[src/shared/smdm_pkg.sv]
// Contract
// - Each of eight channels has a read/write mode selector for codes 0 to 3.
// - Code 0 adds no digital bits; the word is converter bits 15..0 unchanged.
// - Code 1: digital bits 1,0 in word 15,14, converter bits 15..2 below.
// - Code 2: digital bits 3..0 in word 15..12, converter bits 15..4 below.
// - Code 3 drops the analog sample; digital bit n goes to word bit n.
// - A replaced channel among channels 4..7 takes digital inputs 31..16.
// - Analog samples are twos complement, -32768 to +32767 at full width.
// - Codes other than 0 are accepted only with the digital option fitted.
// - Refusals report 100h bad register, 101h bad value, 102h no option.
// - Digital inputs join the analog sample taken on the same edge.
// - At most one of channels 0..3 and one of 4..7 may be fully replaced.
// - Reduced modes of channel x use inputs 4x..4x+3 or 4x..4x+1.
`default_nettype none
package smdm_pkg;

	// ==========================================================
	// Register indices (byte address is four times the index)
	localparam logic [19:0] MODE_IDX [8] = '{
		20'h1ae78, 20'h1ae79, 20'h1ae7a, 20'h1ae7b,
		20'h1ae7c, 20'h1ae7d, 20'h1ae7e, 20'h1ae7f
	};
	localparam logic [19:0] STATUS_IDX = 20'h1ae80;
	localparam logic [19:0] MASK_IDX   = 20'h1ae81;
	localparam logic [19:0] ERROR_IDX  = 20'h1ae82;
	localparam logic [19:0] INFO_IDX   = 20'h1ae83;

	// ==========================================================
	// Mode codes
	typedef enum logic [1:0] {
		analog_only_code          = 2'h0,
		two_input_merge_code      = 2'h1,
		four_input_merge_code     = 2'h2,
		full_input_substitute_code = 2'h3
	} smdm_mode_type;

	// ==========================================================
	// Refusal codes and field layout
	localparam logic [15:0] ERR_NONE    = 16'h0000;
	localparam logic [15:0] ERR_BAD_REG = 16'h0100;
	localparam logic [15:0] ERR_BAD_VAL = 16'h0101;
	localparam logic [15:0] ERR_NO_OPT  = 16'h0102;
	localparam int          ST_REJECT_BIT = 0;
	localparam int          ST_MODE_BIT   = 1;
	localparam int          STATUS_W      = 2;
	localparam int          INFO_OPT_BIT  = 0;
	localparam logic [STATUS_W-1:0] MASK_RESET = 2'h0;
	localparam smdm_mode_type MODE_RESET = analog_only_code;

	// ==========================================================
	// Timing: pin synchroniser depth and matching analog delay
	localparam int ALIGN_STAGES = 4;

	// ==========================================================
	// Sample frame carrier: one 16-bit word per channel
	typedef struct packed {
		logic             valid;
		logic [7:0][15:0] word;
	} smdm_frame_type;

endpackage
`default_nettype wire

[src/hw/smdm_merge.sv]
`timescale 1ns/100ps
`default_nettype none
module smdm_merge
(
	input  wire logic                     sys_clk,
	input  wire logic                     rst,
	input  wire logic                     hsel,
	input  wire logic [31:0]              haddr,
	input  wire logic [1:0]               htrans,
	input  wire logic                     hwrite,
	input  wire logic [2:0]               hsize,
	input  wire logic [31:0]              hwdata,
	input  wire logic                     hready,
	output var  logic [31:0]              hrdata,
	output var  logic                     hreadyout,
	output var  logic                     hresp,
	input  wire smdm_pkg::smdm_frame_type adc_in,
	input  wire logic [31:0]              dig_pins,
	input  wire logic                     option_fitted_pin,
	output var  smdm_pkg::smdm_frame_type sample_out,
	output var  logic                     irq
);
	import smdm_pkg::*;

	// ==========================================================
	// Bus address phase
	logic        acc;
	logic        wr_pend_q;
	logic [19:0] wr_idx_q;
	logic        wr_hit_q;
	logic [31:0] rd_val;

	smdm_mode_type              mode_q [8];
	logic [STATUS_W-1:0]        status_q;
	logic [STATUS_W-1:0]        mask_q;
	logic [15:0]                err_q;
	logic                       option_q;

	// Only full-word single transfers are expected, so hsize is ignored
	assign acc = hsel & htrans[1] & hready;

	// Latch write target for the data phase
	always_ff @(posedge sys_clk)
	begin
		if (rst)
		begin
			wr_pend_q <= 1'b0;
			wr_idx_q  <= 20'h0;
			wr_hit_q  <= 1'b0;
		end
		else
		begin
			wr_pend_q <= acc & hwrite;
			wr_idx_q  <= haddr[21:2];
			wr_hit_q  <= (haddr[31:22] == 10'h0);
		end
	end

	// Read mux, evaluated in the address phase
	always_comb
	begin
		rd_val = 32'h0;
		if (haddr[31:22] == 10'h0)
		begin
			for (int i = 0; i < 8; i++)
				if (haddr[21:2] == MODE_IDX[i])
					rd_val = {30'h0, mode_q[i]};
			if (haddr[21:2] == STATUS_IDX)
				rd_val = {30'h0, status_q};
			if (haddr[21:2] == MASK_IDX)
				rd_val = {30'h0, mask_q};
			if (haddr[21:2] == ERROR_IDX)
				rd_val = {16'h0, err_q};
			if (haddr[21:2] == INFO_IDX)
				rd_val = {31'h0, option_q};
		end
	end

	// Zero-wait slave: data registered so it stands in the data phase
	always_ff @(posedge sys_clk)
	begin
		if (rst)
		begin
			hrdata    <= 32'h0;
			hreadyout <= 1'b1;
			hresp     <= 1'b0;
		end
		else
		begin
			if (acc & ~hwrite)
				hrdata <= rd_val;
			hreadyout <= 1'b1;
			hresp     <= 1'b0;
		end
	end

	// ==========================================================
	// Write checking
	logic       mode_wr;
	logic [2:0] wr_ch;
	logic       mode_ok;
	logic [15:0] rej_code;
	logic       sts_wr;
	logic       mask_wr;

	always_comb
	begin
		mode_wr  = 1'b0;
		wr_ch    = 3'h0;
		mode_ok  = 1'b0;
		rej_code = ERR_NONE;
		sts_wr   = 1'b0;
		mask_wr  = 1'b0;
		if (wr_pend_q)
		begin
			for (int i = 0; i < 8; i++)
				if (wr_hit_q && wr_idx_q == MODE_IDX[i])
				begin
					mode_wr = 1'b1;
					wr_ch   = 3'(i);
				end
			sts_wr  = wr_hit_q && wr_idx_q == STATUS_IDX;
			mask_wr = wr_hit_q && wr_idx_q == MASK_IDX;
			if (mode_wr)
			begin
				if (hwdata[31:2] != 30'h0)
					rej_code = ERR_BAD_VAL;
				else if (hwdata[1:0] != analog_only_code && !option_q)
					rej_code = ERR_NO_OPT;
				else if (hwdata[1:0] == full_input_substitute_code)
				begin
					// Only one substitute per four-channel module
					for (int j = 0; j < 8; j++)
						if (j[2] == wr_ch[2] && 3'(j) != wr_ch &&
							mode_q[j] == full_input_substitute_code)
							rej_code = ERR_BAD_VAL;
				end
				mode_ok = (rej_code == ERR_NONE);
			end
			else if (!sts_wr && !mask_wr)
				rej_code = ERR_BAD_REG;
		end
	end

	// Mode selectors
	always_ff @(posedge sys_clk)
	begin
		if (rst)
		begin
			for (int i = 0; i < 8; i++)
				mode_q[i] <= MODE_RESET;
		end
		else if (mode_ok)
			mode_q[wr_ch] <= smdm_mode_type'(hwdata[1:0]);
	end

	// Last refusal code, kept until the next refusal
	always_ff @(posedge sys_clk)
	begin
		if (rst)
			err_q <= ERR_NONE;
		else if (rej_code != ERR_NONE)
			err_q <= rej_code;
	end

	// ==========================================================
	// Interrupt status, mask and output
	logic [STATUS_W-1:0] ev;
	logic [STATUS_W-1:0] w1c;

	always_comb
	begin
		ev = '0;
		ev[ST_REJECT_BIT] = (rej_code != ERR_NONE);
		ev[ST_MODE_BIT]   = mode_ok;
		w1c = sts_wr ? hwdata[STATUS_W-1:0] : '0;
	end

	// Set wins over a same-cycle clear
	always_ff @(posedge sys_clk)
	begin
		if (rst)
			status_q <= '0;
		else
			status_q <= (status_q & ~w1c) | ev;
	end

	always_ff @(posedge sys_clk)
	begin
		if (rst)
			mask_q <= MASK_RESET;
		else if (mask_wr)
			mask_q <= hwdata[STATUS_W-1:0];
	end

	// Level interrupt, one cycle behind status
	always_ff @(posedge sys_clk)
	begin
		if (rst)
			irq <= 1'b0;
		else
			irq <= |(status_q & mask_q);
	end

	// ==========================================================
	// Pin synchronisers with agreement filter
	logic [32:0] pin_s1_q;
	logic [32:0] pin_s2_q;
	logic [32:0] pin_s3_q;
	logic [32:0] pin_q;
	logic [32:0] agree;

	always_ff @(posedge sys_clk)
	begin
		if (rst)
		begin
			pin_s1_q <= '0;
			pin_s2_q <= '0;
			pin_s3_q <= '0;
		end
		else
		begin
			pin_s1_q <= {option_fitted_pin, dig_pins};
			pin_s2_q <= pin_s1_q;
			pin_s3_q <= pin_s2_q;
		end
	end

	// A bit moves only when stages two and three agree
	assign agree = ~(pin_s2_q ^ pin_s3_q);

	always_ff @(posedge sys_clk)
	begin
		if (rst)
			pin_q <= '0;
		else
			pin_q <= (pin_s3_q & agree) | (pin_q & ~agree);
	end

	assign option_q = pin_q[32];

	// ==========================================================
	// Analog delay matching the pin path
	smdm_frame_type adc_pipe_q [ALIGN_STAGES];

	// Keeps digital and analog of one edge together
	always_ff @(posedge sys_clk)
	begin
		if (rst)
		begin
			for (int s = 0; s < ALIGN_STAGES; s++)
				adc_pipe_q[s] <= '0;
		end
		else
		begin
			adc_pipe_q[0] <= adc_in;
			for (int s = 1; s < ALIGN_STAGES; s++)
				adc_pipe_q[s] <= adc_pipe_q[s-1];
		end
	end

	// ==========================================================
	// Word composition
	function automatic logic [15:0] compose(
		input smdm_mode_type mode,
		input logic [15:0]   adc,
		input logic [31:0]   dig,
		input int            ch
	);
		logic [3:0] nib;
		nib = dig[4*ch +: 4];
		compose = adc;
		unique case (mode)
			analog_only_code:
				compose = adc;
			two_input_merge_code:
				compose = {nib[1:0], adc[15:2]};
			four_input_merge_code:
				compose = {nib, adc[15:4]};
			full_input_substitute_code:
				// Second module takes the upper half
				compose = (ch >= 4) ? dig[31:16] : dig[15:0];
		endcase
	endfunction

	// Option missing forces analog-only regardless of stored code
	always_ff @(posedge sys_clk)
	begin
		if (rst)
			sample_out <= '0;
		else
		begin
			sample_out.valid <= adc_pipe_q[ALIGN_STAGES-1].valid;
			for (int c = 0; c < 8; c++)
				sample_out.word[c] <= compose(
					option_q ? mode_q[c] : analog_only_code,
					adc_pipe_q[ALIGN_STAGES-1].word[c],
					pin_q[31:0], c);
		end
	end

endmodule
`default_nettype wire

[config.mk]
export PLATFORM = sky130hd
export DESIGN_NAME = smdm_merge
export DESIGN_NICKNAME = d
export VERILOG_FILES = /design/src/shared/smdm_pkg.sv /design/src/hw/smdm_merge.sv
export SDC_FILE = /design/constraint.sdc
export NUM_CORES = 1
export LEC_CHECK = 0
export BUFFER_PORTS_ARGS = -buffer_cell sky130_fd_sc_hd__buf_2
export CORE_UTILIZATION = 50
export CTS_BUF_LIST = sky130_fd_sc_hd__clkbuf_8
export DETAILED_ROUTE_END_ITERATION = 6
export GPL_TIMING_DRIVEN = 0
export MAX_ROUTING_LAYER = met4
export PLACE_DENSITY = 0.81
export SYNTH_ARGS = -nofsm -noshare
export SYNTH_HDL_FRONTEND = slang
export SYNTH_SLANG_ARGS = --single-unit
[constraint.sdc]
create_clock -name sys_clk -period 3.1 [get_ports sys_clk]
set_input_delay 0.155 -clock sys_clk [delete_from_list [all_inputs] [get_ports sys_clk]]
set_output_delay 0.155 -clock sys_clk [all_outputs]
set_load 0.005 [all_outputs]
Word level (Yosys, flattened, before mapping)
Memory sizes are Yosys's and may differ from the RTL's.
Cells that the tools add are included.
{"block": "word_totals", "regBits": 336, "ramBits": 532, "inputBits": 236, "out_inout_bits": 164, "word_cells": 233, "memories": 2}
{"block": "classes", "eq_ne": 62, "mux": 81, "bitwise": 20, "reduce_logical": 47}
{"memory": "adc_pipe_q", "depth": 4, "word_bits": 129, "read_ports": 4, "rd_clocked_by_memory_dff": 0, "wr": 4, "line_no": "smdm_merge.sv:244", "source": "smdm_frame_type adc_pipe_q [ALIGN_STAGES];"}
{"memory": "mode_q", "depth": 8, "word_bits": 2, "read_ports": 8, "rd_clocked_by_memory_dff": 0, "wr": 8, "line_no": "smdm_merge.sv:33", "source": "smdm_mode_type mode_q [8];"}
{"operator": "$mux W129", "count": 4}
{"operator": "$pmux W16 S4", "count": 8}
{"operator": "$eq A20 B17 Y1 const B", "count": 22}
{"operator": "$mux W32", "count": 12}
{"operator": "$mux W16", "count": 14}
{"operator": "$and A33 B33 Y33", "count": 2}
{"operator": "$not A33 Y33", "count": 2}
{"operator": "$eq A2 B2 Y1 const B", "count": 25}
{"operator": "$or A33 B33 Y33", "count": 1}
{"operator": "$xor A33 B33 Y33", "count": 1}
{"operator": "$reduce_bool A30 Y1", "count": 1}
{"operator": "$logic_and A1 B1 Y1", "count": 28}
{"operator": "$mux W3", "count": 9}
{"operator": "$mux W2", "count": 11}
{"operator": "$mux W1", "count": 21}
{"operator": "$mux W9", "count": 2}
{"operator": "$eq A2 B1 Y1 const B", "count": 8}
{"operator": "$logic_not A16 Y1", "count": 1}
{"operator": "$logic_not A2 Y1", "count": 8}
{"operator": "$reduce_bool A16 Y1", "count": 1}
{"operator": "$ne A3 B3 Y1 const A", "count": 4}
{"operator": "$logic_not A10 Y1", "count": 1}
{"operator": "$ne A2 B3 Y1 const A", "count": 2}
{"operator": "$and A1 B1 Y1", "count": 4}
{"operator": "other kinds (10)", "count": 18}

Logic depth before layout (Yosys ltp)
Gate-level depths: netlist of the first run.
{"block": "depth", "ltp_word": 34, "mapped_depth": 7, "depth_no_buf": 6}

Least setup slack after synthesis of the first run
Ideal clock, no wire load.
{"block": "synth_path", "path_kind": "register to register", "start": "reg wr_idx_q[19]", "end": "mem mode_q[5][0] (netlist name), enable pin", "setup_time_ns": 0.337, "arrival_time_ns": 1.819, "required_time_ns": 2.763, "path_slack_ns": 0.944, "stages_incl_launch_ff": 7, "n_path_buf": 0, "period_less_slack_ns": 2.156, "path_cell_list": "dfxtp_1 -> and4bb_1 -> nand3_2 -> or3_4 -> o211ai_4 -> nand2_4 -> o41ai_2"}
{"item": "start: declaration", "line_no": "smdm_merge.sv:29", "source": "logic [19:0] wr_idx_q;"}
{"item": "start signal: assignment", "line_no": "smdm_merge.sv:54", "source": "wr_idx_q <= haddr[21:2];"}
{"item": "end: declaration", "line_no": "smdm_merge.sv:33"}

==> out/summary.txt, run 1 <==
Post-layout util: 0.6465
Worst path depth: 4
Fin nets: 3547
Worst min-delay path class: in2reg
Post-Route WL: 75420 um
Mean post-synth cell area: 10.37 sq um
Cell count after synthesis: 2606
Period utilization: 0.9939
Vias per cell: 5.015
Worst setup EP type: flop
Drc violations: 0
Post-placement cell count: 3684
Buf+Inv Stages, Crit Path: 3
Routed Antenna Nets: 0
WP data required: 3.61 ns
Core box area: 52970 sq um
Finished Cell Area: 34250 sq um
Clock Tree Buf Depth: 3
IO Count: 400
Critical Path Max Stage Delay: 0.82 ns
R2r setup slk: 0.02 ns
Clock transition at path regs: 0.06 ns
Register area share after synthesis: 0.6178
Drt initial violations: 1422
H-tree levels: 3
Min Tclk post-route: 3.081 ns
Synth warn: 0
Status: finished, final reports clean
DP Area: 29800 sq um
P per Cell Area: 614.2 nW/um^2
GP Congestion: 0.9607
Total power: 21.03 mW
Worst skew pair latency: 0.72 ns
Synth async-reset ratio: 0
DPL Wire Length: 50350 um
Most frequent cell after synthesis: dfxtp_1
Setup CP Type: reg2reg
Startpoint types: flop
Num CTS Buffers: 119
Leak Pwr: 14.34 nW
Final Setup Violations: 0
Pin count of the biggest net entering global routing: 16
Cell depth of the worst flop-to-flop path: 4
Critical-path top delay cell: clkdlybuf4s15_1
Syn-to-layout area delta: 26.73%
Synth cell types: 58
Maximum clock rate: 0.3246 GHz
Crit path max-delay family: buffers and inverters
Overall routing resource usage: 0.2754
Area leader, netlist: dfxtp_1
Critical Path Fanout Max: 10
Initial antenna violation count: 5
Aggregate global routing overflow: 0
Routed length per instance: 18.43 um
Yosys top cell area share: 0.6001
RSZ-0062 raised after global routing: false
Pre-antenna DRT Iters: 6
Maximum vdd ir drop: 390.9 uV
Die Span Y: 234.5 um
Post-synth EDFFs: 16
Most used flip-flop cell after synthesis: dfxtp_1
Worst Max-Slew Pin Slew: 1.418 ns
Max Cap Viol: 0
Vias in the first global route: 19850
Commonest cells post-synth: dfxtp_1, nor2b_1, o21ai_0, nand2_1, a21oi_1
Critical path, cell by cell: clkbuf_2, clkbuf_1, clkdlybuf4s15_1, a21oi_1
Post-synthesis register bit count: 826
First-pass GRT wire length: 110600 um
End point of the critical path: sample_out[63]$_SDFF_PP0_
I/O Buffers: 361
Die ar.: 54980 sq um
Clk sinks: 826
Die Width: 234.5 um
Reg-to-reg critical path endpoint: sample_out[63]$_SDFF_PP0_
Synth area leaders: dfxtp_1, nor2b_1, o21ai_0
Mapped cell area: 27020 sq um
Max-slew headroom: 0.05469
Fin Clk Skew: 0.03753 ns
Endpoints failing hold: 0
Cell Count, Final, Fillers Out: 4093
Root Driver: clkbuf_8
Rows: 84
CTS tree: yes
Signal arrival time at the worst endpoint: 3.59 ns
Share of cells above drive strength 1: 0.1743
Initial core utilization: 0.5102
Hold_ws: 0.07407 ns
Max-slew violations: 0
Vias: 20530
-- metrics by stage --
step	setup WS, ns	setup TNS [ns]
2_1_floorplan	0.9435	0
3_3_place_gp	-0.2173	-0.7147
3_5_place_dp	-0.2298	-0.8143
4_1_cts	0.05638	0
5_1_grt	0.02704	0
6_report	0.01904	0
-- kinds of logic after synthesis --
logic type,Yosys count,share of synthesized area
simple gates,933,0.2011
buf+inv,212,0.03422
other cells,2,0.0002779
mux,129,0.04885
flops,826,0.6178
compound gates,504,0.09770
-- final cells by class --
cell class / count / area, sq um
Inverter: 8 / 30.03
Timing Repair Buffer: 555 / 3749
Buffer: 204 / 902.1
Clock inverter: 64 / 434.2
Multi-Input combinational cell: 1597 / 9520
Fill cell: 4040 / 18720
Clock buffer: 149 / 2051
Antenna cell: 2 / 5.005
Sequential cell: 826 / 16700
Tap cell: 688 / 860.8
-- layer usage --
layer	part of all wire	up-vias	global-route usage
met4	0.038	0	0.1262
met5	0	-	-
met3	0.060	180	0.04469
li1	-	9930	-
met2	0.48	788	0.4501
met1	0.42	9628	0.3335
-- worst min-delay path by stage --
stage                       startpoint  slack [ns]  cells after the start                      endpoint
after floorplan              adc_in[0]        0.28                      1   adc_pipe_q[0][0]$_SDFF_PP0_
after global placement      adc_in[21]        0.37                      2  adc_pipe_q[0][21]$_SDFF_PP0_
after detailed placement  dig_pins[11]        0.37                      2       pin_s1_q[11]$_SDFF_PP0_
after CTS                     haddr[3]        0.01                      3        wr_idx_q[1]$_SDFF_PP0_
after global routing          haddr[3]        0.08                      3        wr_idx_q[1]$_SDFF_PP0_
final                         haddr[3]        0.07                      3        wr_idx_q[1]$_SDFF_PP0_
-- worst min-delay path: cells and delay by family --
family	cells	cell delay [ns]
simple gates	1	0.19
buf+inv	2	0.39
-- layout by cell type (no fill, tap or decap), types with 4 or more instances in the layout --
| master | instances |
|---|---|
| nor2b_1 | 643 |
| clkbuf_1 | 144 |
| nand2_1 | 177 |
| clkbuf_8 | 149 |
| conb_1 | 31 |
| mux2i_1 | 124 |
| nor3_1 | 12 |
| buf_1 | 19 |
| o21ai_0 | 298 |
| bufinv_16 | 6 |
| buf_2 | 368 |
| dlygate4sd3_1 | 194 |
| buf_4 | 32 |
| nand2b_1 | 19 |
| inv_1 | 50 |
| edfxtp_1 | 16 |
| a21oi_1 | 169 |
| nor4_1 | 10 |
| clkinv_2 | 10 |
| nand4_1 | 9 |
| o211ai_1 | 4 |
| nand3_1 | 10 |
| clkinvlp_4 | 5 |
| nor2_1 | 21 |
| nand3b_1 | 5 |
| o22ai_1 | 8 |
| o21a_1 | 8 |
| dfxtp_1 | 810 |
-- state kept, by name, indices dropped and copies added, names as in the netlist, 3 cells and up, named ones only --
register    cells
pin_s2_q       33
pin_s3_q       33
err_q           3
sample_out    129
wr_idx_q       20
hrdata          3
pin_s1_q       33
mode_q         16
adc_pipe_q    516
-- repair_timing --
| item | CTS | global route |
|---|---|---|
| gates cloned | 0 | 0 |
| endpoints found under the setup margin | 6 | 16 |
| buffers inserted | 0 | 0 |
| hold buffers | 194 | 0 |
| resized for setup | 2 | 1 |
| pin swaps | 0 | 1 |
| hold endpoints to repair | 208 | 0 |
-- power breakdown --
group	internal (mW)	total [mW]	switching, mW
combinational	0.576	1.17	0.589
clock	4.81	8.79	3.98
sequential	11.0	11.1	0.110
Power figures use the tool's default switching activity.
==> run 2: changes to the inputs <==
--- a/config.mk
+++ b/config.mk
@@ -14,2 +14,3 @@
 export PLACE_DENSITY = 0.81
+export SETUP_SLACK_MARGIN = 0.5
 export SYNTH_ARGS = -nofsm -noshare
--- a/constraint.sdc
+++ b/constraint.sdc
@@ -3,2 +3,2 @@
 set_output_delay 0.155 -clock sys_clk [all_outputs]
-set_load 0.005 [all_outputs]
+set_load 0.02 [all_outputs]
==> run 2 against run 1 <==
  * Combinational power rose by 4%
  * Critical endpoint is now mode_q[7][1]$_SDFFCE_PN0P_
  * Sequential share of layout area about the same
  * Critical path type is now in2reg
  * Total power is 0.28% higher
==> out/summary.txt, run 2 (synthesis results as in run 1) <==
Initial antenna violation count: 5
Die Width: 234.5 um
Rows: 84
Buf+Inv Stages, Crit Path: 4
Num CTS Buffers: 119
Fin nets: 3549
Initial core utilization: 0.5102
First-pass GRT wire length: 110500 um
Worst setup EP type: flop
Clk sinks: 826
Most common cell after layout, fill and taps aside: dfxtp_1
Aggregate global routing overflow: 0
Critical Path Fanout Max: 6
Routed length per instance: 18.43 um
Overall routing resource usage: 0.2752
Endpoints failing hold: 0
Fillers: 4041
Signal arrival time at the worst endpoint: 2.89 ns
Setup Total Neg Slack: 0 ns
Worst skew pair latency: 0.72 ns
H-tree levels: 3
Min Tclk post-route: 2.506 ns
Leak Pwr: 14.35 nW
Most frequent cells in the layout: dfxtp_1, nor2b_1, buf_2
Die Span Y: 234.5 um
Fin Clk Skew: 0.03690 ns
Clock Tree Buf Depth: 3
Status: finished, final reports clean
Worst Max-Slew Pin Slew: 1.423 ns
Max-slew headroom: 0.05165
Share of cells above drive strength 1: 0.1759
Seq pwr share: 0.525
Switching Fraction: 0.2246
Drt initial violations: 1451
Max FFs per register: 516
Root Driver: clkbuf_8
Clock transition at path regs: 0.07 ns
I/O Buffers: 361
P per Cell Area: 615.6 nW/um^2
Hold_ws: 0.08006 ns
CTS tree: yes
Period utilization: 0.8082
Total power: 21.09 mW
Critical path, cell by cell: dlygate4sd3_1, buf_2, nor2_1, dlygate4sd3_1, nand2_1, nor4_4, and2_1, buf_2, nand2_4, o31ai_1
Critical-path top delay cell: dlygate4sd3_1
Die ar.: 54980 sq um
Logic pwr share: 0.058
Core box area: 52970 sq um
Startpoint types: input pin
Vias per cell: 5.019
Cell Count, Final, Fillers Out: 4095
Setup CP Type: in2reg
Maximum vdd ir drop: 392.0 uV
Final Setup Violations: 0
Pre-antenna DRT Iters: 7
Pin count of the biggest net entering global routing: 16
RSZ-0062 raised after global routing: false
Crit path max-delay family: buffers and inverters
Vias: 20550
Max Cap Viol: 0
Clock Power Share: 0.417
Vias in the first global route: 19820
Drc violations: 0
Internal: 16.36 mW
Maximum clock rate: 0.3991 GHz
Reg with most FFs: adc_pipe_q
Syn-to-layout area delta: 26.80%
GP Congestion: 0.9607
Post-placement cell count: 3684
DPL Wire Length: 50350 um
WP data required: 3.48 ns
IO Count: 400
Biggest regs: adc_pipe_q (516), sample_out (129)
Routed Antenna Nets: 0
Max-slew violations: 0
Critical Path Max Stage Delay: 0.55 ns
Net Sw Power: 4.737 mW
Worst min-delay path class: in2reg
Post-Route WL: 75480 um
## run 2: repair_timing
| action | CTS | global route |
|---|---|---|
| resized for setup | 4 | 2 |
| hold endpoints to repair | 208 | 0 |
| hold buffers | 193 | 0 |
| endpoints found under the setup margin | 101 | 16 |
| buffers inserted | 0 | 3 |
| pin swaps | 0 | 1 |
## run 2: power groups by stage
stage               clock network [mW]  registers (mW)  logic (mW)
finish                            8.80            11.1        1.22
floorplan                            0            11.3       0.597
detailed placement                   0            11.3       0.988
global placement                     0            11.3       0.976
global route                      9.38            11.1        1.31
CTS                               8.85            11.1        1.18
## run 2: tightest hold or removal path: cells and delay by family
kind | cells | cell delay, ns
buffers and inverters | 2 | 0.39
and+or+nand+nor | 1 | 0.19
## run 2: final cells by class
cell class | instances | area (sq um) | share of cell area
flip-flops and latches | 826 | 16700 | 0.4873
multi-input cells | 1597 | 9523 | 0.2779
repair buffers | 557 | 3761 | 0.1098
clock buffers | 149 | 2051 | 0.05985
plain buffers | 204 | 904.6 | 0.02640
well taps | 688 | 860.8 | 0.02512
clock inverters | 64 | 434.2 | 0.01267
inverters | 8 | 30.03 | 0.0008764
diodes | 2 | 5.005 | 0.0001461
## run 2: path summary, 6_finish.rpt
check,from,to,slack (ns),cells past startpoint
worst max-delay path,hwdata[15],mode_q[7][1]$_SDFFCE_PN0P_,0.59,10
worst min-delay path,haddr[3],wr_idx_q[1]$_SDFF_PP0_,0.08,3
worst max register to register,flop,sample_out[63]$_SDFF_PP0_,0.60,4
worst min register to register,adc_pipe_q[1][0]$_SDFF_PP0_,adc_pipe_q[2][0]$_SDFF_PP0_,0.42,1
## run 2: per-layer routing
metal | GRT usage | part of all wire | wire [um]
met1 | 0.3333 | 0.42 | 31630
met4 | 0.1268 | 0.038 | 2844
met3 | 0.04506 | 0.061 | 4637
met5 | - | 0 | 0
met2 | 0.4490 | 0.48 | 36370
## run 2: metrics by stage
| stage | util | worst slack (ns) | cell area [sq um] |
|---|---|---|---|
| global placement | 0.5626 | -0.2173 | 29800 |
| CTS | 0.6461 | 0.5556 | 34230 |
| detailed placement | 0.5626 | -0.2298 | 29800 |
| global route | 0.6469 | 0.5114 | 34270 |
| finish | 0.6469 | 0.5944 | 34270 |
| floorplan | - | 0.9435 | 27130 |
==> run 3: changes to the inputs <==
ABC_AREA = 1   (was not set)
PLACE_DENSITY = 0.84   (was 0.81)
clock period = 2.2 ns   (was 3.1 ns; I/O delays follow)
==> run 3 against run 2 <==
  * The flow now finishes with violations (design-rule violations, negative setup slack)
  * Sequential power increased by 41%
  * Clock power increased by 51%
  * Design area increased by 9.5%
  * Die area increased by 3.2%
  * Via count increased by 23%
  * Global-route usage increased by 3.0 points
  * Clock skew increased by 0.012 ns
  * Register-to-register slack got worse by 0.97 ns
  * First-iteration DRC count increased by 55%
  * Combinational power increased by 43%
  * Final cell count increased by 26%
  * Largest cell class unchanged
==> out/summary.txt, run 3 <==
Period utilization: 1.167
Failing checks: design-rule violations, negative setup slack
Most frequent cells in the layout: inv_1, dfxtp_1, nor2_1
Synth async-reset ratio: 0
Reg with most FFs: adc_pipe_q
Routed Antenna Nets: 0
Routed length per instance: 17.35 um
Post-synthesis register bit count: 826
DP Area: 30800 sq um
Share of cells above drive strength 1: 0.2100
Post-layout util: 0.6812
Setup CP Type: reg2reg
Register area share after synthesis: 0.5983
Cell count after synthesis: 3477
Worst Max-Slew Pin Slew: 1.317 ns
Clock Power Share: 0.433
Drc violations: 1
Die ar.: 56770 sq um
First-pass GRT wire length: 128900 um
I/O Buffers: 361
Leak Pwr: 17.62 nW
DPL Wire Length: 52110 um
Met3 wire length: 7823 um
Switching Fraction: 0.2366
Top Metal Used: met4
Vias per cell: 4.923
Signal arrival time at the worst endpoint: 3.02 ns
Num CTS Buffers: 119
Mapped cell area: 27910 sq um
Clock Tree Buf Depth: 3
Fillers: 3847
Seq pwr share: 0.510
Commonest cells post-synth: dfxtp_1, inv_1, nor2_1, nand2_1, clkbuf_1
Max-slew headroom: 0.1220
Fin nets: 4512
Total power: 30.76 mW
Detail Route met2 WL: 41960 um
Biggest regs: adc_pipe_q (516), sample_out (129)
Maximum vdd ir drop: 600.9 uV
RSZ-0062 raised after global routing: true
PnR worst setup slack: -0.3675 ns
Max-slew violations: 0
Net Sw Power: 7.280 mW
Clock transition at path regs: 0.07 ns
Post-synth EDFFs: 16
Internal: 23.48 mW
WP data required: 2.65 ns
Fin Clk Skew: 0.04919 ns
IO Count: 400
Most frequent cell after synthesis: dfxtp_1
Drt initial violations: 2256
DRT met1 WL: 33240 um
Mean post-synth cell area: 8.026 sq um
Die Width: 238.3 um
Overall routing resource usage: 0.3054
Finished Cell Area: 37530 sq um
H-tree levels: 3
Yosys top cell area share: 0.5810
Die Span Y: 238.3 um
Aggregate global routing overflow: 0
Synth warn: 0
Core box area: 55090 sq um
Worst setup EP type: flop
Clk sinks: 826
GP Congestion: 0.9472
Max Cap Viol: 0
Worst skew pair latency: 0.75 ns
Pre-antenna DRT Iters: 7
Root Driver: clkbuf_8
Critical Path Fanout Max: 7
Initial core utilization: 0.5066
Initial antenna violation count: 8
Worst min-delay path class: in2reg
Post-Route WL: 89190 um
Logic pwr share: 0.057
Status: finished with violations
Most used flip-flop cell after synthesis: dfxtp_1
Endpoints failing hold: 0
Synth area leaders: dfxtp_1, inv_1, nor2_1
Vias: 25310
Maximum clock rate: 0.3895 GHz
Pin count of the biggest net entering global routing: 17
Max FFs per register: 516
Synth cell types: 40
Syn-to-layout area delta: 34.48%
Min Tclk post-route: 2.567 ns
Area leader, netlist: dfxtp_1
Rows: 86
Final Setup Violations: 36
Startpoint types: flop
Most common cell after layout, fill and taps aside: inv_1
P per Cell Area: 819.7 nW/um^2
Vias in the first global route: 24050
CTS tree: yes
==> run 3: cell count changes after synthesis, moves of 16 or more <==
| cell | delta |
|---|---|
| nor2_1 | +719 |
| mux2i_1 | -124 |
| o21ai_0 | -236 |
| inv_1 | +783 |
| nand2_1 | +288 |
| nand2b_1 | -19 |
| a31oi_1 | +29 |
| o211ai_1 | +41 |
| nor2b_1 | -643 |
| nand4_1 | +45 |
| a22oi_1 | +52 |
| a21oi_1 | -122 |
| nand3_1 | +79 |
| nor3_1 | +16 |
==> run 3: path summary, 6_finish.rpt <==
kind | slack (ns) | to | startpoint | cells past startpoint
setup reg to reg | -0.37 | mode_q[0][0]$_SDFFCE_PN0P_ | wr_idx_q[11]$_SDFF_PP0_ | 14
setup / recovery | -0.37 | mode_q[0][0]$_SDFFCE_PN0P_ | wr_idx_q[11]$_SDFF_PP0_ | 14
hold reg to reg | 0.38 | pin_s2_q[16]$_SDFF_PP0_ | pin_s1_q[16]$_SDFF_PP0_ | 2
hold / removal | 0.07 | status_q[1]$_SDFF_PP0_ | rst | 4
==> run 3: through the flow <==
stage               TNS (ns)  std cells  setup slack [ns]  hold WS, ns
CTS                   -2.025       5080           -0.1173      0.01973
global placement      -33.51       4615           -0.4807       0.3111
global route          -13.84       5134           -0.4597       0.1207
detailed placement    -37.93       4615           -0.4941       0.3161
finish                -10.43       5140           -0.3675      0.07225
floorplan                  0       3506            0.1466       0.2096
==> run 3: final cells by class <==
cell class / instances / area, sq um / area share
clock inverter: 70 / 545.5 / 0.01454
buffer: 176 / 1077 / 0.02870
sequential: 826 / 16710 / 0.4452
clock buffer: 155 / 2133 / 0.05684
inverter: 798 / 3013 / 0.08028
multi-input combinational: 1706 / 8527 / 0.2272
timing repair buffer: 649 / 4558 / 0.1215
tap: 748 / 935.9 / 0.02494
antenna: 12 / 30.03 / 0.0008001
==> run 3: kinds of logic after synthesis <==
| group | count (synthesis) | synth area share |
|---|---|---|
| AOI/OAI and AO/OA | 267 | 0.06151 |
| buffers and inverters | 974 | 0.1363 |
| DFF | 826 | 0.5983 |
| other | 2 | 0.0002691 |
| and+or+nand+nor | 1408 | 0.2037 |
==> run 3: timing repair <==
action,4_1_cts,5_1_grt
gates cloned,1,3
hold buffers,197,1
setup buffers,42,44
endpoints found under the setup margin,190,138
gates resized for setup,185,234
pin swaps,25,71
endpoints found under the hold margin,209,1
==> run 3: power by group through the flow <==
stage,combinational [mW],clock (mW),sequential [mW]
after floorplan,0.723,0,15.9
after global placement,1.24,0,16.0
after detailed placement,1.27,0,16.0
after CTS,1.61,13.3,15.6
after global routing,1.90,14.1,15.7
final,1.75,13.3,15.7
==> run 3: critical path, stage by stage, from the launching register on <==
cell and delay (ns):
dfxtp_2 0.35, nand2_2 0.08, nor3_4 0.27, buf_4 0.16
buf_4 0.11, nand3_4 0.09, nor2_4 0.11, nand3b_4 0.16
nand2_2 0.05, nand2_2 0.07, nand2_2 0.07, o21ai_4 0.24
nand4_4 0.17, buf_8 0.19, o21ai_4 0.16
==> run 3: metal layers <==
metal  up-vias  GRT usage
met4         0     0.1923
li1      11920          -
met3       453    0.06594
met1     11490     0.3474
met2      1443     0.4898
met5         -          -
